## src/hw/flow_nulling_regs.vh

```
// Notes on behaviour
// sample-count setting accepts 1 to 8000 and resets to 500
// a run gathers sample-count samples, one per sensor oscillation period
// edge request word going 0 to 1 starts a calibration run
// edge request word going to 2 starts verification; result not installed
// edge request word going to 3 installs the last verification result
// host writes 0 to the edge request word between requests
// countdown reads 0 when done, else the samples still to take
// activity flag reads 1 during a run, 0 otherwise
// verdict: 0 none, 1 offset valid, 2 update advised, 3 implausible
// on verdict 2 the host may write 3 to the main request register
// active null offset is reported as a phase in 8 ns units
// running phase shown during a run; final value goes to holding register
// previous active offset is saved before a run replaces it
// verification result goes to its own register, qualified by the verdict
// standard deviation of the verification candidate is kept
// phase-spread diagnostic is kept after each run
// period-spread diagnostic is kept after each run
// current temperature correction factor is reported continuously
// main request register returns to 0 when its operation concludes
// a failed nulling operation sets bit 10 of the soft-error status
// start requests arriving while a run is active are ignored
`ifndef FLOW_NULLING_REGS_VH
`define FLOW_NULLING_REGS_VH

// ***********************
// register offsets
// ***********************
`define OFS_SOFT_ERROR 16'h401c
`define OFS_TEMP_CORR 16'h4700
`define OFS_ACTIVE_NULL 16'h4702
`define OFS_RUNNING_PHASE 16'h4704
`define OFS_COUNTDOWN 16'h4706
`define OFS_PREV_NULL 16'h4708
`define OFS_ACTIVE_FLAG 16'h470a
`define OFS_VERDICT 16'h470c
`define OFS_CAND_OFFSET 16'h470e
`define OFS_STD_DEV 16'h4710
`define OFS_MAIN_REQ 16'h6718
`define OFS_STORED_PHASE 16'h671a
`define OFS_PHASE_SPREAD 16'h6724
`define OFS_PERIOD_SPREAD 16'h6726
`define OFS_SAMPLE_COUNT 16'h6728
`define OFS_EDGE_REQ 16'h672a

// ***********************
// fields and reset values
// ***********************
`define SOFT_ERR_NULL_BIT 10
`define SAMPLE_COUNT_RST 16'h01f4
`define SAMPLE_COUNT_MIN 16'h0001
`define SAMPLE_COUNT_MAX 16'h1f40
`define OP_NONE 2'h0
`define OP_CAL 2'h1
`define OP_VER 2'h2
`define OP_INST 2'h3
`define VERDICT_NONE 2'h0
`define VERDICT_VALID 2'h1
`define VERDICT_UPDATE 2'h2
`define VERDICT_BAD 2'h3

`endif

```

## src/hw/flow_nulling_ctrl.v

```verilog
`timescale 1ns/100ps
`default_nettype none
`include "flow_nulling_regs.vh"
module flow_nulling_ctrl #(
    parameter OK_TOL = 32'h0000_0010,
    parameter PLAUS_TOL = 32'h0000_0400
) (
    // clock and reset
    input wire sys_clk_in,
    input wire arst_n_in,
    // register access port
    input wire [15:0] reg_addr_in,
    input wire [31:0] reg_wdata_in,
    input wire reg_wr_in,
    input wire reg_rd_in,
    output reg [31:0] reg_rdata_out,
    output reg reg_rvalid_out,
    // sensor front end, same clock
    input wire sample_valid_in,
    input wire [31:0] phase_sample_in,
    input wire [31:0] period_sample_in,
    input wire sensor_ready_in,
    input wire sensor_stable_in,
    input wire [31:0] temp_corr_factor_in,
    // status
    output reg nulling_active_out
);
    // ***********************
    // reset release
    // ***********************
    reg rst_s1_q;
    reg rst_s2_q;
    wire rst_n = rst_s2_q;
    always @(posedge sys_clk_in or negedge arst_n_in) begin
        if (!arst_n_in) begin
            rst_s1_q <= 1'b0;
            rst_s2_q <= 1'b0;
        end else begin
            rst_s1_q <= 1'b1;
            rst_s2_q <= rst_s1_q;
        end
    end

    // ***********************
    // state and registers
    // ***********************
    localparam ST_IDLE = 2'h0;
    localparam ST_RUN = 2'h1;
    localparam ST_DIV = 2'h2;

    reg [1:0] state_q;
    reg [1:0] op_q;
    reg [15:0] sample_count_q;
    reg [15:0] countdown_q;
    reg [1:0] main_req_q;
    reg [1:0] edge_req_q;
    reg [1:0] verdict_q;
    reg soft_err_q;
    reg [31:0] temp_corr_q;
    reg [31:0] active_null_q;
    reg [31:0] prev_null_q;
    reg [31:0] running_phase_q;
    reg [31:0] stored_phase_q;
    reg [31:0] cand_offset_q;
    reg [31:0] std_dev_q;
    reg [31:0] phase_spread_q;
    reg [31:0] period_spread_q;
    reg signed [47:0] phase_sum_q;
    reg signed [31:0] phase_min_q;
    reg signed [31:0] phase_max_q;
    reg [31:0] period_min_q;
    reg [31:0] period_max_q;
    reg div_start_q;

    wire [47:0] div_quot;
    wire div_done;
    wire sum_neg = phase_sum_q[47];
    wire [47:0] sum_mag = sum_neg ? (48'h0 - phase_sum_q) : phase_sum_q;
    wire [31:0] mean = sum_neg ? (32'h0 - div_quot[31:0]) : div_quot[31:0];
    wire signed [31:0] diff = $signed(mean) - $signed(active_null_q);
    wire [31:0] diff_mag = diff[31] ? (32'h0 - diff) : diff;
    wire [31:0] phase_half = ($signed(phase_max_q) - $signed(phase_min_q)) >>> 1;
    wire [31:0] period_half = (period_max_q - period_min_q) >> 1;
    wire signed [31:0] run_step = ($signed(phase_sample_in) - $signed(running_phase_q)) >>> 4;

    seq_divider #(
        .NUM_W(48),
        .DEN_W(16)
    ) u_div (
        .sys_clk_in(sys_clk_in),
        .rst_n_in(rst_n),
        .start_in(div_start_q),
        .num_in(sum_mag),
        .den_in(sample_count_q),
        .quot_out(div_quot),
        .done_out(div_done)
    );

    // ***********************
    // request decode
    // ***********************
    wire wr_edge = reg_wr_in && (reg_addr_in == `OFS_EDGE_REQ) && (reg_wdata_in[31:2] == 30'h0);
    wire [1:0] edge_new = reg_wdata_in[1:0];
    // calibration needs a real 0 to 1 step; the others any change
    wire edge_evt = wr_edge && (edge_new != edge_req_q) && (edge_new != `OP_NONE) &&
                    ((edge_new != `OP_CAL) || (edge_req_q == `OP_NONE));
    wire wr_main = reg_wr_in && (reg_addr_in == `OFS_MAIN_REQ) && (reg_wdata_in[31:2] == 30'h0);
    wire idle = (state_q == ST_IDLE);
    reg [1:0] start_op;
    always @* begin
        start_op = `OP_NONE;
        if (idle) begin
            if (edge_evt) begin
                start_op = edge_new;
            end else if (main_req_q != `OP_NONE) begin
                start_op = main_req_q;
            end
        end
    end

    // ***********************
    // sequencer
    // ***********************
    always @(posedge sys_clk_in or negedge rst_n) begin
        if (!rst_n) begin
            state_q <= ST_IDLE;
            op_q <= `OP_NONE;
            sample_count_q <= `SAMPLE_COUNT_RST;
            countdown_q <= 16'h0000;
            main_req_q <= `OP_NONE;
            edge_req_q <= `OP_NONE;
            verdict_q <= `VERDICT_NONE;
            soft_err_q <= 1'b0;
            temp_corr_q <= 32'h0000_0000;
            active_null_q <= 32'h0000_0000;
            prev_null_q <= 32'h0000_0000;
            running_phase_q <= 32'h0000_0000;
            stored_phase_q <= 32'h0000_0000;
            cand_offset_q <= 32'h0000_0000;
            std_dev_q <= 32'h0000_0000;
            phase_spread_q <= 32'h0000_0000;
            period_spread_q <= 32'h0000_0000;
            phase_sum_q <= 48'h0;
            phase_min_q <= 32'h0000_0000;
            phase_max_q <= 32'h0000_0000;
            period_min_q <= 32'h0000_0000;
            period_max_q <= 32'h0000_0000;
            div_start_q <= 1'b0;
            nulling_active_out <= 1'b0;
        end else begin
            div_start_q <= 1'b0;
            temp_corr_q <= temp_corr_factor_in;
            // software writes
            if (reg_wr_in && (reg_addr_in == `OFS_SAMPLE_COUNT) && (reg_wdata_in[31:16] == 16'h0) &&
                (reg_wdata_in[15:0] >= `SAMPLE_COUNT_MIN) && (reg_wdata_in[15:0] <= `SAMPLE_COUNT_MAX) && idle) begin
                sample_count_q <= reg_wdata_in[15:0];
            end
            if (wr_edge) begin
                edge_req_q <= edge_new;
            end
            if (wr_main && idle) begin
                main_req_q <= reg_wdata_in[1:0];
            end
            if (reg_wr_in && (reg_addr_in == `OFS_PHASE_SPREAD)) begin
                phase_spread_q <= reg_wdata_in;
            end
            if (reg_wr_in && (reg_addr_in == `OFS_PERIOD_SPREAD)) begin
                period_spread_q <= reg_wdata_in;
            end
            case (state_q)
                ST_IDLE: begin
                    if (start_op == `OP_INST) begin
                        if (verdict_q != `VERDICT_NONE) begin
                            prev_null_q <= active_null_q;
                            active_null_q <= cand_offset_q;
                            verdict_q <= `VERDICT_NONE;
                        end else begin
                            soft_err_q <= 1'b1;
                        end
                        main_req_q <= `OP_NONE;
                    end else if (start_op != `OP_NONE) begin
                        if (sensor_ready_in) begin
                            soft_err_q <= 1'b0;
                            op_q <= start_op;
                            state_q <= ST_RUN;
                            countdown_q <= sample_count_q;
                            nulling_active_out <= 1'b1;
                            phase_sum_q <= 48'h0;
                            phase_min_q <= 32'h7fff_ffff;
                            phase_max_q <= 32'h8000_0000;
                            period_min_q <= 32'hffff_ffff;
                            period_max_q <= 32'h0000_0000;
                            running_phase_q <= 32'h0000_0000;
                        end else begin
                            soft_err_q <= 1'b1;
                            main_req_q <= `OP_NONE;
                        end
                    end
                end
                ST_RUN: begin
                    if (!sensor_stable_in) begin
                        soft_err_q <= 1'b1;
                        countdown_q <= 16'h0000;
                        nulling_active_out <= 1'b0;
                        main_req_q <= `OP_NONE;
                        state_q <= ST_IDLE;
                    end else if (sample_valid_in) begin
                        // one sample per oscillation period
                        phase_sum_q <= phase_sum_q + {{16{phase_sample_in[31]}}, phase_sample_in};
                        running_phase_q <= running_phase_q + run_step;
                        if ($signed(phase_sample_in) < phase_min_q) begin
                            phase_min_q <= phase_sample_in;
                        end
                        if ($signed(phase_sample_in) > phase_max_q) begin
                            phase_max_q <= phase_sample_in;
                        end
                        if (period_sample_in < period_min_q) begin
                            period_min_q <= period_sample_in;
                        end
                        if (period_sample_in > period_max_q) begin
                            period_max_q <= period_sample_in;
                        end
                        countdown_q <= countdown_q - 16'h0001;
                        if (countdown_q == 16'h0001) begin
                            state_q <= ST_DIV;
                            div_start_q <= 1'b1;
                        end
                    end
                end
                ST_DIV: begin
                    // the run still counts as active here, so instability aborts it too
                    if (!sensor_stable_in) begin
                        soft_err_q <= 1'b1;
                        nulling_active_out <= 1'b0;
                        main_req_q <= `OP_NONE;
                        state_q <= ST_IDLE;
                    end else if (div_done) begin
                        stored_phase_q <= mean;
                        phase_spread_q <= phase_half;
                        period_spread_q <= period_half;
                        if (op_q == `OP_CAL) begin
                            prev_null_q <= active_null_q;
                            active_null_q <= mean;
                        end else begin
                            cand_offset_q <= mean;
                            std_dev_q <= phase_half;
                            // spread or distance too large means do not trust it
                            if ((phase_half > PLAUS_TOL) || (diff_mag > PLAUS_TOL)) begin
                                verdict_q <= `VERDICT_BAD;
                            end else if (diff_mag > OK_TOL) begin
                                verdict_q <= `VERDICT_UPDATE;
                            end else begin
                                verdict_q <= `VERDICT_VALID;
                            end
                        end
                        nulling_active_out <= 1'b0;
                        main_req_q <= `OP_NONE;
                        state_q <= ST_IDLE;
                    end
                end
                default: begin
                    state_q <= ST_IDLE;
                end
            endcase
        end
    end

    // ***********************
    // read port
    // ***********************
    reg [31:0] rd_mux;
    always @* begin
        case (reg_addr_in)
            `OFS_SOFT_ERROR: rd_mux = {21'h0, soft_err_q, 10'h0};
            `OFS_TEMP_CORR: rd_mux = temp_corr_q;
            `OFS_ACTIVE_NULL: rd_mux = active_null_q;
            `OFS_RUNNING_PHASE: rd_mux = running_phase_q;
            `OFS_COUNTDOWN: rd_mux = {16'h0, countdown_q};
            `OFS_PREV_NULL: rd_mux = prev_null_q;
            `OFS_ACTIVE_FLAG: rd_mux = {31'h0, nulling_active_out};
            `OFS_VERDICT: rd_mux = {30'h0, verdict_q};
            `OFS_CAND_OFFSET: rd_mux = cand_offset_q;
            `OFS_STD_DEV: rd_mux = std_dev_q;
            `OFS_MAIN_REQ: rd_mux = {30'h0, main_req_q};
            `OFS_STORED_PHASE: rd_mux = stored_phase_q;
            `OFS_PHASE_SPREAD: rd_mux = phase_spread_q;
            `OFS_PERIOD_SPREAD: rd_mux = period_spread_q;
            `OFS_SAMPLE_COUNT: rd_mux = {16'h0, sample_count_q};
            `OFS_EDGE_REQ: rd_mux = {30'h0, edge_req_q};
            default: rd_mux = 32'h0000_0000;
        endcase
    end

    always @(posedge sys_clk_in or negedge rst_n) begin
        if (!rst_n) begin
            reg_rdata_out <= 32'h0000_0000;
            reg_rvalid_out <= 1'b0;
        end else begin
            reg_rvalid_out <= reg_rd_in;
            reg_rdata_out <= reg_rd_in ? rd_mux : 32'h0000_0000;
        end
    end
endmodule
`default_nettype wire

```

## src/hw/seq_divider.v

```verilog
`timescale 1ns/100ps
`default_nettype none
// restoring divider, one quotient bit per clock
module seq_divider #(
    parameter NUM_W = 48,
    parameter DEN_W = 16
) (
    input wire sys_clk_in,
    input wire rst_n_in,
    input wire start_in,
    input wire [NUM_W-1:0] num_in,
    input wire [DEN_W-1:0] den_in,
    output reg [NUM_W-1:0] quot_out,
    output reg done_out
);
    reg [NUM_W-1:0] num_q;
    reg [DEN_W:0] rem_q;
    reg [DEN_W-1:0] den_q;
    reg [7:0] cnt_q;
    reg busy_q;
    localparam [7:0] CNT_LOAD = NUM_W;
    wire [DEN_W:0] shifted = {rem_q[DEN_W-1:0], num_q[NUM_W-1]};
    wire fits = shifted >= {1'b0, den_q};

    always @(posedge sys_clk_in or negedge rst_n_in) begin
        if (!rst_n_in) begin
            num_q <= {NUM_W{1'b0}};
            rem_q <= {(DEN_W+1){1'b0}};
            den_q <= {DEN_W{1'b0}};
            cnt_q <= 8'h00;
            busy_q <= 1'b0;
            quot_out <= {NUM_W{1'b0}};
            done_out <= 1'b0;
        end else begin
            done_out <= 1'b0;
            if (start_in) begin
                num_q <= num_in;
                den_q <= den_in;
                rem_q <= {(DEN_W+1){1'b0}};
                cnt_q <= CNT_LOAD;
                busy_q <= 1'b1;
            end else if (busy_q) begin
                rem_q <= fits ? (shifted - {1'b0, den_q}) : shifted;
                num_q <= {num_q[NUM_W-2:0], fits};
                cnt_q <= cnt_q - 8'h01;
                if (cnt_q == 8'h01) begin
                    busy_q <= 1'b0;
                    done_out <= 1'b1;
                    quot_out <= {num_q[NUM_W-2:0], fits};
                end
            end
        end
    end
endmodule
`default_nettype wire

```

## config.mk

```make
export PLATFORM = sky130hd
export DESIGN_NAME = flow_nulling_ctrl
export DESIGN_NICKNAME = d
export VERILOG_FILES = /design/src/hw/flow_nulling_ctrl.v /design/src/hw/seq_divider.v
export VERILOG_INCLUDE_DIRS = /design/src /design/src/hw
export SDC_FILE = /design/constraint.sdc
export NUM_CORES = 2
export LEC_CHECK = 0
export BUFFER_PORTS_ARGS = -buffer_cell sky130_fd_sc_hd__buf_2
export CAP_MARGIN = 20
export CORE_ASPECT_RATIO = 0.75
export CORE_MARGIN = 1
export CORE_UTILIZATION = 50
export CTS_CLUSTER_DIAMETER = 80
export DETAILED_ROUTE_END_ITERATION = 10
export GPL_TIMING_DRIVEN = 1
export MAX_ROUTING_LAYER = met4
export PLACE_DENSITY_LB_ADDON = 0.15
export SYNTH_ARGS = -nofsm -noshare
export SYNTH_HDL_FRONTEND = slang
export SYNTH_HIERARCHICAL = 1
export SYNTH_SLANG_ARGS = --single-unit
```

## constraint.sdc

```tcl
create_clock -name sys_clk_in -period 27.2 [get_ports sys_clk_in]
set_input_delay 2.72 -clock sys_clk_in [delete_from_list [all_inputs] [get_ports sys_clk_in]]
set_output_delay 2.72 -clock sys_clk_in [all_outputs]
set_load 0.005 [all_outputs]
```

==> reports/qor.csv <==
metric;value;unit
share_clk_of_total_power;0.177;
post_route_cells_drive_above_1_share;0.0919;
syn_area;0.0451;mm²
placement_rows;95;
pin_count_of_the_biggest_net_entering_global_routing;150;
nets;5779;
fin_worst_hold_slack;0.352;ns
finalWeightedCongestion;0.972;
clk_pin_slew_worst_paths;0.06;ns
detail_route.vias_per_cell;6.33;
buffer_ports.inserted;184;
layout_min_cycle_time;8.05;ns
die_area;0.0915;mm²
grt-ovfl-total;0;
die_y;262;µm
drc;0;
finalHoldViolations;0;
synth_warnings;6;
final_common_cell;sky130_fd_sc_hd__nand2_1;
switching_share;0.480;
timing.critical_path.to;running_phase_q[31];
fmax;124;MHz
hold_path_class;reg -> reg;
worstSetupPathType;in -> reg;
first_pass_iters;8;
timing.slew.headroom;0.215;
rr_endpoint;verdict_q[0];
clock_skew;0.0243;ns
critical_r2r_launch;u_div/quot_out[0];
final_antenna_net_count;0;
use_met3;0.0812;
grt_setup_unrepaired;false;
groute.usage.overall;0.347;
cell_count_after_synthesis;5209;
layout_common_cells;sky130_fd_sc_hd__nand2_1 (728), sky130_fd_sc_hd__dfrtp_1 (655), sky130_fd_sc_hd__o21ai_0 (474);
p_per_area;117;mW/mm²
pin_count;185;
drt-total-wl;157000;µm
num_cts_buffers;74;
intPower;3030;µW
timing.hold.worst_path_depth;0;
detailedRoute.firstIterationViolations;5153;
cts_setup_buffers;0;
setup-tns-final;0;ns
route.detailed.wl_per_inst;23.9;µm
finalCritPeriodShare;0.296;
cp-startpoint;phase_sample_in[1];
clock_sinks;665;
status;finished clean;
start_kind;input port;
clock_network_latency_to_the_later_pin_of_the_worst_skew_pair;0.65;ns
ctsLongestPathBuffers;3;
final-max-slew-violation-count;0;
power_leakage;0.0229;µW
final.setup.worst_slack;19.15;ns
cts_hold_buf;0;
timing.reg2reg.worst_path_depth;22;
first_pass_grt_wire_length;237000;µm
first_global_vias;37900;
max_cap_violations;0;
worstPathMaxFanout;7;
critical_path.slowest_cell;sky130_fd_sc_hd__o41ai_1;
dp.cells;6398;
postSynthAreaPerCell;8.67;µm²
finalCoreUtilization;0.555;
initial_antenna_violation_count;11;
dpl_worst_slack;18.54;ns
global_route.peak_usage_layer;met1;
synth_fp_nets;5718;
ctsHtreeMaxLevel;3;
globalRouteMet1Util;0.524;
worstMarginPinSlew;1.18;ns
post_layout_nonfiller_instances;6546;
groute.layer.met2.usage;0.461;
combPwrFrac;0.583;
cts_tree;done;
max_ir_drop_vdd;61.7;µV
root_buffer;sky130_fd_sc_hd__clkbuf_16;
critical_path.max_stage_delay;0.86;ns
switching_power;2800;µW
rrSetupSlack;19.22;ns
pwr-share-seq;0.240;
floorplan.initialDensity;0.504;
post_cts_resize_count;0;
endpoint_kind;flip-flop;
worst-endpoint-required;27.70;ns
core_area;0.0895;mm²
setup_violations;0;
hpwlAfterDp;117000;µm
routed-via-count;41400;
timing.critical_path.arrival;8.56;ns
area_overhead_of_the_layout_relative_to_synthesis;10.0;%
chipWidth;349;µm
-- layout make-up --
class                   count  area [µm²]
diodes                     11        27.5
clock buffers             107        2150
clock inverters            22         245
fillers                  8182       39800
inverters                 338        1270
multi-input cells        3943       26300
flip-flops and latches    665       16700
well taps                1212        1520
repair buffers            248        1480
-- critical path: cells and delay by family --
| kind | cells | cell delay [ns] |
|---|---|---|
| AOI/OAI and AO/OA | 13 | 3.67 |
| xor gates and xnor gates | 1 | 0.14 |
| adders and majority gates | 2 | 0.62 |
| buffers and inverters | 1 | 0.17 |
| and+or+nand+nor | 8 | 1.24 |
-- how the worst min path moves through the flow --
stage | from | to | slack (ns)
finish | rst_s1_q | rst_n | 0.35
global route | rst_s1_q | rst_n | 0.38
CTS | rst_s1_q | rst_n | 0.35
detailed placement | rst_s1_q | rst_n | 0.34
global placement | rst_s1_q | rst_n | 0.33
floorplan | rst_s1_q | rst_n | 0.33
-- through the flow --
stage	instance area, µm²	power [µW]
detailed placement	47100	4690
global placement	47100	4650
floorplan	45100	3760
global route	49600	6220
CTS	49500	5730
finish	49700	5830
-- sequential cells by signal, indices dropped and copies added (netlist names), 8 cells and up --
register / cells
sample_count_q: 16
u_div/cnt_q: 8
phase_max_q: 32
std_dev_q: 31
u_div/den_q: 16
period_min_q: 32
u_div/num_q: 48
countdown_q: 16
phase_sum_q: 48
u_div/rem_q: 16
stored_phase_q: 32
period_max_q: 32
phase_spread_q: 32
temp_corr_q: 32
active_null_q: 32
period_spread_q: 32
phase_min_q: 32
reg_rdata_out: 32
running_phase_q: 32
cand_offset_q: 32
prev_null_q: 32
u_div/quot_out: 32
-- metal layers --
metal  share of wire  up-vias  wire length [µm]
met5               0        -                 0
met2            0.40     1890             62800
met4           0.024        0              3790
met3            0.11      211             17400
li1                -    19100                 -
met1            0.46    20200             72800
-- power groups by stage --
stage	clock network, µW	logic [µW]	registers [µW]
final	1030	3400	1400
after global routing	1080	3720	1420
after CTS	1040	3310	1390
after detailed placement	0	3290	1410
after global placement	0	3250	1400
after floorplan	0	2440	1320
No activity file was read; power rests on OpenSTA's default activity.
